### config.mk
export PLATFORM = sky130hd
export DESIGN_NAME = dac_seg_top
export DESIGN_NICKNAME = d
export VERILOG_FILES = /design/src/design/dac_seg_pkg.sv /design/src/design/dac_seg_top.sv
export SDC_FILE = /design/constraint.sdc
export NUM_CORES = 1
export LEC_CHECK = 0
export BUFFER_PORTS_ARGS = -buffer_cell sky130_fd_sc_hd__buf_2
export CAP_MARGIN = 20
export CELL_PAD_IN_SITES_DETAIL_PLACEMENT = 1
export CELL_PAD_IN_SITES_GLOBAL_PLACEMENT = 1
export CORE_UTILIZATION = 45
export DETAILED_ROUTE_END_ITERATION = 7
export GPL_ROUTABILITY_DRIVEN = 0
export PLACE_DENSITY = 0.82
export SLEW_MARGIN = 20
export SYNTH_ARGS = -nofsm -noshare
export SYNTH_HDL_FRONTEND = slang
export SYNTH_HIERARCHICAL = 1
export SYNTH_SLANG_ARGS = --single-unit
export TNS_END_PERCENT = 5
### constraint.sdc
create_clock -name i_mclk -period 11.3 [get_ports i_mclk]
set_input_delay 2.825 -clock i_mclk [delete_from_list [all_inputs] [get_ports i_mclk]]
set_output_delay 2.825 -clock i_mclk [all_outputs]
set_load 0.03 [all_outputs]
### src/design/dac_seg_pkg.sv
// Constants and carrier types for the dual segmented converter front end.
// Assumes a single synchronous clock domain and a sample source outside.
// Functional notes
// - Two independent channels, each with own register, decoder and output selects.
// - Input register captures the sample on rising clock edge, holds until next.
// - Upper five bits become 31 equal unit enables, thermometer coded.
// - Lower five bits drive binary-weighted enables directly, bit n weight 2^n.
// - Going from low bits 31 upward clears all binary enables, adds one unit.
// - Enabled sources steer to output A, disabled ones to output B.
// - Each source goes to exactly one output; outputs are complementary.
// - Reference select low picks internal reference, high picks external.
package dac_seg_pkg;
   localparam int SAMPLE_W = 10;
   localparam int SEG_W = 5;
   localparam int LSB_W = SAMPLE_W - SEG_W;
   localparam int UNIT_N = (1 << SEG_W) - 1;
   localparam int FIFO_DEPTH = 8;
   localparam int MAX_RATE_MSPS = 125;
   localparam int CLK_MHZ = 250;
   // Least clock cycles between samples at the documented maximum rate
   localparam int MIN_GAP_CYC = (CLK_MHZ + MAX_RATE_MSPS - 1) / MAX_RATE_MSPS;
   localparam logic [SAMPLE_W-1:0] SAMPLE_RST = 10'h000;

   typedef struct packed {
      logic [SAMPLE_W-1:0] q_bits;
      logic [SAMPLE_W-1:0] i_bits;
   } sample_pair_t;

   typedef struct packed {
      logic [UNIT_N-1:0] unit_en;
      logic [LSB_W-1:0] bin_en;
   } chan_sel_t;
endpackage

### src/design/dac_seg_top.sv
// Sample FIFO and dual segmented decoder driving current steering selects.
// Assumes sample pairs arrive with valid and ready, synchronous to i_mclk.
`timescale 1ns/10ps
`default_nettype none

module dac_sample_fifo #(
   parameter int WIDTH = 20,
   parameter int DEPTH = 8
) (
   // Clock and reset
   input wire logic i_mclk,
   input wire logic i_rst_n,
   // Fill side
   input wire logic i_valid,
   output logic o_ready,
   input wire logic [WIDTH-1:0] i_data,
   // Drain side
   output logic o_valid,
   input wire logic i_ready,
   output logic [WIDTH-1:0] o_data
);
   localparam int AW = $clog2(DEPTH);
   logic [WIDTH-1:0] mem_r [DEPTH];
   logic [AW-1:0] wp_r, wp_nxt, rp_r, rp_nxt;
   logic [AW:0] cnt_r, cnt_nxt;
   logic push, pop;

   // Pointer and occupancy update; full and empty come from the count
   always_comb begin
      push = i_valid && o_ready;
      pop = o_valid && i_ready;
      wp_nxt = push ? AW'((int'(wp_r) + 1) % DEPTH) : wp_r;
      rp_nxt = pop ? AW'((int'(rp_r) + 1) % DEPTH) : rp_r;
      cnt_nxt = cnt_r;
      if (push && !pop) begin
         cnt_nxt = cnt_r + 1'b1;
      end else if (pop && !push) begin
         cnt_nxt = cnt_r - 1'b1;
      end
   end

   always_ff @(posedge i_mclk) begin
      if (!i_rst_n) begin
         wp_r <= '0;
         rp_r <= '0;
         cnt_r <= '0;
      end else begin
         wp_r <= wp_nxt;
         rp_r <= rp_nxt;
         cnt_r <= cnt_nxt;
      end
   end

   // Storage has no reset; data is only read when the count says it is valid
   always_ff @(posedge i_mclk) begin
      if (push) begin
         mem_r[wp_r] <= i_data;
      end
   end

   assign o_ready = (cnt_r != (AW+1)'(DEPTH));
   assign o_valid = (cnt_r != '0);
   assign o_data = mem_r[rp_r];

   // Occupancy never leaves the storage range; a wrap here would lose pairs
   AST_FIFO_NO_OVERFLOW: assert property (@(posedge i_mclk) disable iff (!i_rst_n)
      cnt_r <= (AW+1)'(DEPTH))
      else $error("sample fifo count beyond depth");
   // A pop only ever takes a stored entry
   AST_FIFO_NO_UNDERFLOW: assert property (@(posedge i_mclk) disable iff (!i_rst_n)
      pop |-> cnt_r != '0)
      else $error("sample fifo popped while empty");
   // Full refuses a push: the count stays put unless a pop frees a slot
   AST_FIFO_FULL_HOLD: assert property (@(posedge i_mclk) disable iff (!i_rst_n)
      (cnt_r == (AW+1)'(DEPTH) && !pop) |=> cnt_r == (AW+1)'(DEPTH))
      else $error("sample fifo full count moved");
endmodule

module dac_seg_top
   import dac_seg_pkg::*;
#(
   parameter int DEPTH = FIFO_DEPTH
) (
   // Clock and reset
   input wire logic i_mclk,
   input wire logic i_rst_n,
   // Sample source stream
   input wire logic i_sample_valid,
   output logic o_sample_ready,
   input wire sample_pair_t i_sample_bits,
   // Reference control
   input wire logic i_reference_select,
   output logic o_use_external_ref,
   // Current steering selects, true side and complement side
   output chan_sel_t o_i_channel_true_current,
   output chan_sel_t o_i_channel_complement_current,
   output chan_sel_t o_q_channel_true_current,
   output chan_sel_t o_q_channel_complement_current
);
   sample_pair_t fifo_data;
   logic fifo_valid, fifo_ready, fifo_in_ready;
   logic [SAMPLE_W-1:0] smp_r [2];
   logic [SAMPLE_W-1:0] smp_nxt [2];
   logic [MIN_GAP_CYC-1:0] gap_r, gap_nxt;
   chan_sel_t true_r [2];
   chan_sel_t true_nxt [2];
   chan_sel_t comp_r [2];
   chan_sel_t comp_nxt [2];
   logic ref_r, ref_nxt, ready_r, ready_nxt;
   // Occupancy mirror so the registered ready is exact, not one cycle stale
   localparam int OCC_W = $clog2(DEPTH) + 1;
   logic [OCC_W-1:0] occ_r, occ_nxt;
   logic fifo_push, fifo_pop;

   // Thermometer decode of the segment field, used by both channels
   function automatic logic [UNIT_N-1:0] thermo(input logic [SEG_W-1:0] v);
      logic [UNIT_N-1:0] t;
      t = '0;
      for (int k = 0; k < UNIT_N; k++) begin
         t[k] = (int'(v) > k);
      end
      return t;
   endfunction

   dac_sample_fifo #(
      .WIDTH(2*SAMPLE_W),
      .DEPTH(DEPTH)
   ) u_fifo (
      .i_mclk(i_mclk),
      .i_rst_n(i_rst_n),
      .i_valid(fifo_push),
      .o_ready(fifo_in_ready),
      .i_data(i_sample_bits),
      .o_valid(fifo_valid),
      .i_ready(fifo_ready),
      .o_data(fifo_data)
   );

   // Drain one sample pair per conversion slot; spacing guards the max rate
   assign fifo_ready = gap_r[0];

   always_comb begin
      gap_nxt = {gap_r[0], gap_r[MIN_GAP_CYC-1:1]};
      if (MIN_GAP_CYC == 1) begin
         gap_nxt = '1;
      end
      smp_nxt[0] = smp_r[0];
      smp_nxt[1] = smp_r[1];
      if (fifo_valid && fifo_ready) begin
         smp_nxt[0] = fifo_data.i_bits;
         smp_nxt[1] = fifo_data.q_bits;
      end
      ref_nxt = i_reference_select;
      // Push only while the registered ready is high, so the source and
      // the FIFO always agree on which offers were taken
      fifo_push = i_sample_valid && ready_r;
      fifo_pop = fifo_valid && fifo_ready;
      occ_nxt = occ_r;
      if (fifo_push && !fifo_pop) begin
         occ_nxt = occ_r + 1'b1;
      end else if (fifo_pop && !fifo_push) begin
         occ_nxt = occ_r - 1'b1;
      end
      ready_nxt = (occ_nxt != OCC_W'(DEPTH));
   end

   // Per channel decode from the held sample; one instance per channel
   for (genvar c = 0; c < 2; c++) begin : g_chan
      always_comb begin
         true_nxt[c].unit_en = thermo(smp_r[c][SAMPLE_W-1:LSB_W]);
         true_nxt[c].bin_en = smp_r[c][LSB_W-1:0];
         comp_nxt[c] = ~true_nxt[c];
      end
   end

   // Register everything at one edge so decode glitches never reach switches
   always_ff @(posedge i_mclk) begin
      if (!i_rst_n) begin
         gap_r <= {{(MIN_GAP_CYC-1){1'b0}}, 1'b1};
         smp_r[0] <= SAMPLE_RST;
         smp_r[1] <= SAMPLE_RST;
         true_r[0] <= '0;
         true_r[1] <= '0;
         comp_r[0] <= '1;
         comp_r[1] <= '1;
         ref_r <= 1'b0;
         ready_r <= 1'b0;
         occ_r <= '0;
      end else begin
         gap_r <= gap_nxt;
         smp_r <= smp_nxt;
         true_r <= true_nxt;
         comp_r <= comp_nxt;
         ref_r <= ref_nxt;
         ready_r <= ready_nxt;
         occ_r <= occ_nxt;
      end
   end

   assign o_i_channel_true_current = true_r[0];
   assign o_i_channel_complement_current = comp_r[0];
   assign o_q_channel_true_current = true_r[1];
   assign o_q_channel_complement_current = comp_r[1];
   assign o_use_external_ref = ref_r;
   // Ready is registered from the occupancy mirror, so it equals the FIFO's
   // own room flag every cycle except the first after reset release, when it is still low, and an offer is never half taken
   assign o_sample_ready = ready_r;

   // Checks below watch the registered selects one edge after the held sample; capture, hold, rate and reference checks watch their own paths
   // Unit count equals segment field one cycle after capture
   AST_THERMO_COUNT: assert property (@(posedge i_mclk) disable iff (!i_rst_n)
      $countones(true_r[0].unit_en) == int'($past(smp_r[0][SAMPLE_W-1:LSB_W])))
      else $error("unit enable count mismatch");
   AST_BIN_DIRECT: assert property (@(posedge i_mclk) disable iff (!i_rst_n)
      true_r[1].bin_en == $past(smp_r[1][LSB_W-1:0]))
      else $error("binary enables do not follow low bits");
   AST_CARRY: assert property (@(posedge i_mclk) disable iff (!i_rst_n)
      ($past(smp_r[0][LSB_W-1:0]) == '1 &&
       $past(smp_r[0][SAMPLE_W-1:LSB_W]) != '1 &&
       smp_r[0] == SAMPLE_W'($past(smp_r[0]) + 1'b1))
      |=> (true_r[0].bin_en == '0 &&
           $countones(true_r[0].unit_en) == $countones($past(true_r[0].unit_en)) + 1))
      else $error("carry transition wrong");
   AST_COMPLEMENT: assert property (@(posedge i_mclk) disable iff (!i_rst_n)
      (comp_r[0] == ~true_r[0]) && (comp_r[1] == ~true_r[1]))
      else $error("outputs not complementary");
   AST_STEER_ZERO: assert property (@(posedge i_mclk) disable iff (!i_rst_n)
      $past(smp_r[0]) == '0 |-> true_r[0] == '0 && comp_r[0] == '1)
      else $error("zero code not fully on complement");
   AST_CAPTURE: assert property (@(posedge i_mclk) disable iff (!i_rst_n)
      fifo_valid && fifo_ready |=> smp_r[1] == $past(fifo_data.q_bits))
      else $error("sample not captured");
   AST_HOLD: assert property (@(posedge i_mclk) disable iff (!i_rst_n)
      !(fifo_valid && fifo_ready) |=> $stable(smp_r[0]))
      else $error("sample not held");
   AST_RATE: assert property (@(posedge i_mclk) disable iff (!i_rst_n)
      fifo_ready |=> !fifo_ready)
      else $error("drain faster than max rate");
   AST_REF: assert property (@(posedge i_mclk) disable iff (!i_rst_n)
      o_use_external_ref == $past(i_reference_select))
      else $error("reference select not followed");
   AST_TOGETHER: assert property (@(posedge i_mclk) disable iff (!i_rst_n)
      $changed(true_r[0]) |-> $past(smp_r[0]) != $past(smp_r[0], 2))
      else $error("enables changed without a new sample");

   // Mirrors of the checks above on the other channel; the channels share no decode state
   AST_THERMO_COUNT_Q: assert property (@(posedge i_mclk) disable iff (!i_rst_n)
      $countones(true_r[1].unit_en) == int'($past(smp_r[1][SAMPLE_W-1:LSB_W])))
      else $error("q unit enable count mismatch");
   AST_BIN_DIRECT_I: assert property (@(posedge i_mclk) disable iff (!i_rst_n)
      true_r[0].bin_en == $past(smp_r[0][LSB_W-1:0]))
      else $error("i binary enables do not follow low bits");
   AST_CARRY_Q: assert property (@(posedge i_mclk) disable iff (!i_rst_n)
      ($past(smp_r[1][LSB_W-1:0]) == '1 &&
       $past(smp_r[1][SAMPLE_W-1:LSB_W]) != '1 &&
       smp_r[1] == SAMPLE_W'($past(smp_r[1]) + 1'b1))
      |=> (true_r[1].bin_en == '0 &&
           $countones(true_r[1].unit_en) == $countones($past(true_r[1].unit_en)) + 1))
      else $error("q carry transition wrong");
   AST_TOGETHER_Q: assert property (@(posedge i_mclk) disable iff (!i_rst_n)
      $changed(true_r[1]) |-> $past(smp_r[1]) != $past(smp_r[1], 2))
      else $error("q enables changed without a new sample");
   AST_CAPTURE_I: assert property (@(posedge i_mclk) disable iff (!i_rst_n)
      fifo_valid && fifo_ready |=> smp_r[0] == $past(fifo_data.i_bits))
      else $error("i sample not captured");
   AST_HOLD_Q: assert property (@(posedge i_mclk) disable iff (!i_rst_n)
      !(fifo_valid && fifo_ready) |=> $stable(smp_r[1]))
      else $error("q sample not held");
   // Unit enables always form a solid run from bit 0, never a gapped pattern
   AST_THERMO_SHAPE: assert property (@(posedge i_mclk) disable iff (!i_rst_n)
      ((true_r[0].unit_en & (true_r[0].unit_en + 1'b1)) == '0) &&
      ((true_r[1].unit_en & (true_r[1].unit_en + 1'b1)) == '0))
      else $error("unit enables not thermometer coded");
   // Full scale and mid scale codes land on the expected steering split
   AST_STEER_FULL: assert property (@(posedge i_mclk) disable iff (!i_rst_n)
      $past(smp_r[1]) == '1 |-> true_r[1] == '1 && comp_r[1] == '0)
      else $error("full code not fully on true side");
   AST_STEER_MID: assert property (@(posedge i_mclk) disable iff (!i_rst_n)
      $past(smp_r[0]) == SAMPLE_W'(1 << (SAMPLE_W-1)) |->
      $countones(true_r[0].unit_en) == (UNIT_N + 1) / 2 && true_r[0].bin_en == '0)
      else $error("mid code not split equally");
   // The registered ready must match the FIFO's own room flag every cycle,
   // except on the first edge after release while the flop catches up
   AST_READY_MATCH: assert property (@(posedge i_mclk) disable iff (!i_rst_n)
      $past(i_rst_n) |-> o_sample_ready == fifo_in_ready)
      else $error("ready disagrees with fifo room");

   // Cover points for the main scenarios

   COV_FULL: cover property (@(posedge i_mclk) disable iff (!i_rst_n) !fifo_in_ready);
   COV_FULL_SCALE: cover property (@(posedge i_mclk) disable iff (!i_rst_n)
      true_r[0] == '1);
   COV_MID: cover property (@(posedge i_mclk) disable iff (!i_rst_n)
      smp_r[1] == 10'h200);
   COV_CARRY: cover property (@(posedge i_mclk) disable iff (!i_rst_n)
      smp_r[0] == 10'h01F ##[1:8] smp_r[0] == 10'h020);
   COV_EXT_REF: cover property (@(posedge i_mclk) disable iff (!i_rst_n) o_use_external_ref);
endmodule

`default_nettype wire

After elaboration in Yosys (flattened, before gate mapping)
Memories as Yosys holds them, arrays and structs flattened. A register that Yosys moved wholly into a read port is not among the register bits.
Cells that the tools add are included.
Storage, ports and cells
  memory bits (writable): 160
  bits in registers: 162
  input port bits: 24
  logic and storage cells: 107
  output and inout bits: 146
  memories: 1
Cells by class
  reductions and logical operators: 13
  equal/unequal tests: 2
  add/sub/neg operators: 6
  magnitude comparators: 62
  muxes and demuxes: 6
  bitwise gates (word level): 2
Memory list
  u_fifo.mem_r: depth 8, bits a word 20, rd ports 1, clocked after memory_dff 1, wr ports 1, line dac_seg_top.sv:23  | logic [WIDTH-1:0] mem_r [DEPTH];
Operators by type and width (number)
  greater-than comparator 5 bit, second input constant: 30
  greater-than comparator 5 x 4 -> 1 bit, second input constant: 16
  inverter 36 bit: 2
  greater-than comparator 5 x 3 -> 1 bit, second input constant: 8
  greater-than comparator 5 x 1 -> 1 bit, second input constant: 4
  greater-than comparator 5 x 2 -> 1 bit, second input constant: 4
  two-way mux 4 bit: 4
  adder 4 x 1 -> 4 bit, second input constant: 2
  inequality test 4 bit, second input constant: 2
  subtractor 4 x 1 -> 4 bit, second input constant: 2
  logical AND 1 bit: 7
  adder 3 x 1 -> 3 bit, second input constant: 2
  zero test 1 bit: 4
  nonzero test 4 bit: 1
  two-way mux 1 bit: 2
  nonzero test 2 bit: 1

Longest topological paths before layout
  depth after elaboration: 6
  depth in mapped cells: 11
  mapped depth without buffers: 11

Hierarchy
Netlist, hierarchy kept.
Modules (own cells, without submodules)
  dac_sample_fifo: cells each 304, instances 1, area an instance 6765.2 um^2, seq. area each 5064.9 um^2
  dac_seg_top: cells each 477, instances 1, area an instance 4976.0 um^2, seq. area each 3443.3 um^2

Worst setup path after synthesis
OpenSTA, ideal clock, no wires.
  kind: input to register
  from: in i_sample_valid
  to: mem u_fifo.mem_r[0][0], enable pin
  arrival time: 5.119 ns
  library setup time: 0.448 ns
  stages on the path: 4
  buffers on the path: 0
  data required time: 10.852 ns
  slack: 5.733 ns
  cells stage by stage: nand2_1 inv_1 nand2_4 nor4_1
On the way
  word-level cells in the longest chain between the ends: 4
RTL lines
  from (decl): line dac_seg_top.sv:88  | input wire logic i_sample_valid,
  logical AND 1 bit: line dac_seg_top.sv:156  | fifo_push = i_sample_valid && ready_r;
  net fifo_push: line dac_seg_top.sv:113  | logic fifo_push, fifo_pop;
  logical AND 1 bit: line dac_seg_top.sv:30  | push = i_valid && o_ready;
  two-way mux 1 bit: line dac_seg_top.sv:56  | if (push) begin
  two-way mux 1 bit (implied by the code): line dac_seg_top.sv:57  | mem_r[wp_r] <= i_data;
  to (decl): line dac_seg_top.sv:23
The timed path passes the listed nets, and every way through them passes these cells.

Final worst setup path
  from: in i_sample_valid
  to: reg u_fifo.cnt_r[3]
On the way
  word-level cells in the longest chain between the ends: 5
  elaborated cells on any way between the ends: 7
  classes of those cells: 1 x mux; 6 x reduce/logical
RTL lines
  logical AND 1 bit (*): line dac_seg_top.sv:156
  net fifo_push: line dac_seg_top.sv:113
  logical AND 1 bit (*): line dac_seg_top.sv:30
  net u_fifo.push: line dac_seg_top.sv:26  | logic push, pop;
  zero test 1 bit: line dac_seg_top.sv:37  | end else if (pop && !push) begin
  logical AND 1 bit: line dac_seg_top.sv:37
  nonzero test 2 bit (no line)
  to (signal assigned): line dac_seg_top.sv:50  | cnt_r <= cnt_nxt;
  to (decl): line dac_seg_top.sv:25  | logic [AW:0] cnt_r, cnt_nxt;
The timed path passes the listed nets; every way through them passes the cells marked *.
A chain may end at the register's enable or synchronous reset.

==> results.ini <==
[clock_tree]
cts_setup_buffers=0
cts_repair_resize_count=0
clockBufferDepth=3
clock_root_buffer_master=clkbuf_16
cts.htree.levels=2
cts_made_buffers=37
clock_sink_count=345
clock_latency_ns=0.53
clkSlewWorstSetupHoldPaths_ns=0.06
cts-hold-fix-buffers=0
cts_tree=built

[synthesis]
count_of_unique_library_cells_instantiated_by_yosys=54
synth_xor_xnor_area_share_pct=0.597
post_synthesis_adder_cell_area_fraction_pct=0.916
synth_seq_area_share_pct=72.5
synth-simple-area-share_pct=7.27
synth_compound_area_share_pct=4.08
post_synth_inst_count=781
ys.warnings.count=6
post_synth.cell_area_avg_um2=15.0
postSynth.topFlopCell=dfxtp_1
synth-seq-cells=345
largest_family_of_logic_cells_by_synthesized_area=multiplexers
synthesis.nets=813
synth-edff-count=160
syn-cell-area_mm2=0.0117
synth_async_sr_flop_share_pct=0
synth.mux.area_fraction_pct=10.5

[timing]
totalNegativeSetupSlack_ns=0
finalCriticalPeriod_ns=4.30
slew_violations=0
finClkSkew_ns=0.0215
finalCritPeriodShare_pct=38.0
timing.max_slew.rel_slack_pct=47.2
fmax_ghz=0.233
timing_worst_slew_pin_value_ns=0.792
rsz_0062_raised_after_global_routing=false
final_hold_viol_count=0
finalSetupViolations=0

[route]
dr.first_iter.drc_count=364
antenna_violating_nets_post_route=0
remaining_drc_errors=0
via_count_normalized_by_instance_count=5.04
routed_wire_length_per_instance_um=19.8
wirelength_um=26200
via_count=6658
drt_pass1_iterations=4

[grt]
vias_in_the_first_global_route=7093
grt_first_pass_wirelength_um=40100
global_route.usage.total_pct=20.0
grt_antenna_before_repair=5
largest_net_degree_at_the_start_of_global_routing=86
grt-ovfl-total=0

[layout]
area.growth.synth_to_final_pct=19.7
finish.cell_count_without_fillers=1322
nNetsFinal=997
fillerInstances=2491
post_route_cells_drive_above_1_share_pct=30.6
postLayoutCoreUtil_pct=55.3

[min_path]
min_delay_path_depth=1
worst_hold_path_type=flop to flop
holdPathEnd=o_q_channel_complement_current[4]
worst_hold_startpoint=smp_r[4]

[worst_setup_path]
critPathArrivalTime_ns=4.74
worst_ep_required_time_ns=11.74
cp-end-kind=flop
cpPeakStageDelay_ns=0.33
critical_path_peak_fanout=7
cpMaxStageDelayCell=ha_1
critical-path-top-delay-family=compound AO/OA/AOI/OAI gates
path_class=primary input to flop
worstPathCellList=buf_2 > nand2_1 > inv_1 > nand2_4 > inv_1 > ha_1 > inv_1 > ha_1 > a21oi_1 > a211oi_1 > a31oi_1 > mux2i_1
timing.reg2reg.setup_slack_ns=8.59
critical_path.reg2reg.endpoint=u_fifo/cnt_r[3]
timing.critical_path.from_type=primary input
critPathBufInv=4
worst_r2r_startpoint=u_fifo/cnt_r[1]
critical-path-top-cell-by-count=inv_1
r2r.worst_path.cells=10

[power_and_ir_drop]
pleak_nw=5.59
p_int_mw=2.43
max-vdd-ir-drop_mv=0.154
fin_total_pwr_mw=3.56
p_sw_share_pct=31.7
share_clk_of_total_power_pct=31.1
combPwrFrac_pct=24.5
power_frac_seq_pct=44.4
power_switching_mw=1.13
p_per_area_mw_per_mm2=253

[die]
die_area_mm2=0.0267
placement_rows=58
die_height_um=164
io_pins=170
core_area_mm2=0.0254
die_width_um=164
initial_utilization_pct=46.2

[run_status]
outcome=completed

[placed_design]
place_inst=1256
io_buffers=169
dp_hpwl_um=16300

[job]
drv.max_cap_violation_count=0

-- cell usage in the layout, fill, tap and decap left out, types with 20 or more instances in the layout --
master / instances
edfxtp_1: 160
dfxtp_1: 184
mux2_2: 20
a21boi_0: 22
mux4_1: 20
nor2_1: 26
mux4_2: 20
inv_1: 73
buf_2: 169
nand2_1: 72
clkbuf_16: 37
and2_1: 26
-- power groups by stage --
stage                     sequential, mW  clock, mW  combinational (mW)
final                               1.58       1.11               0.872
after detailed placement            1.61          0               0.872
after floorplan                     1.75          0               0.481
after global routing                1.60       1.19               0.949
after global placement              1.60          0               0.843
after CTS                           1.58       1.14               0.886
-- flip-flops by register name, summed over array words and instances (netlist names), 2 cells and up, named ones only --
register / cells
o_q_channel_complement_current: 36
occ_r: 4
u_fifo/mem_r: 160
o_q_channel_true_current: 36
u_fifo/wp_r: 3
o_i_channel_complement_current: 36
u_fifo/cnt_r: 4
u_fifo/rp_r: 3
gap_r: 2
smp_r: 20
o_i_channel_true_current: 36
-- Yosys cell counts (8+ instances only) --
cell type    n  area [um^2]
a21boi_0    22          165
and2_1      26          163
buf_2        9         45.0
clkbuf_1    16         60.1
dfxtp_1    185         3700
edfxtp_1   160         4800
inv_1       73          274
mux2_2      20          225
mux4_1      20          526
mux4_2      20          450
nand2_1     72          270
nand3_1      8         40.0
nor2_1      26         97.6
o21a_1      11         82.6
o21ai_0     15         75.1
xnor2_1      8         70.1
-- per-layer routing --
layer,part of all wire [%],vias to the layer above,GRT usage [%]
met1,42,3303,23.9
met2,50,212,35.2
met3,6.5,44,5.21
li1,-,3097,-
met4,1.9,2,6.31
met5,0.050,-,0
-- cell type report --
cell class | instances | area [um^2] | area share [%]
Tap cell | 330 | 413 | 2.94
Sequential cell | 345 | 8510 | 60.6
Inverter | 77 | 289 | 2.06
Clock inverter | 18 | 133 | 0.944
Timing Repair Buffer | 181 | 936 | 6.66
Multi-Input combinational cell | 323 | 2770 | 19.7
Clock buffer | 44 | 992 | 7.06
Antenna cell | 4 | 10.0 | 0.0712
-- worst max-delay path by stage --
stage,start,to,depth (start not counted)
detailed placement,i_sample_valid,u_fifo/cnt_r[3],12
global route,i_sample_valid,u_fifo/cnt_r[3],12
finish,i_sample_valid,u_fifo/cnt_r[3],12
global placement,i_sample_valid,u_fifo/cnt_r[3],12
floorplan,i_sample_valid,u_fifo/mem_r[0][0],4
CTS,i_sample_valid,u_fifo/cnt_r[3],12
-- through the flow --
step	hold slack [ns]	setup slack [ns]	instance area, um^2
2_1_floorplan	0.378	5.73	11700
3_3_place_gp	0.389	6.61	12900
3_5_place_dp	0.397	6.48	12900
4_1_cts	0.402	7.02	14000
5_1_grt	0.419	6.89	14000
6_report	0.395	7.00	14000
-- cell families after synthesis --
| family | after synthesis |
|---|---|
| flops | 345 |
| simple gates | 174 |
| buf+inv | 113 |
| compound gates | 70 |
| mux | 63 |
| xor+xnor | 8 |
| fa+ha+maj | 8 |
Note: power is estimated with default switching activity, not from simulation.
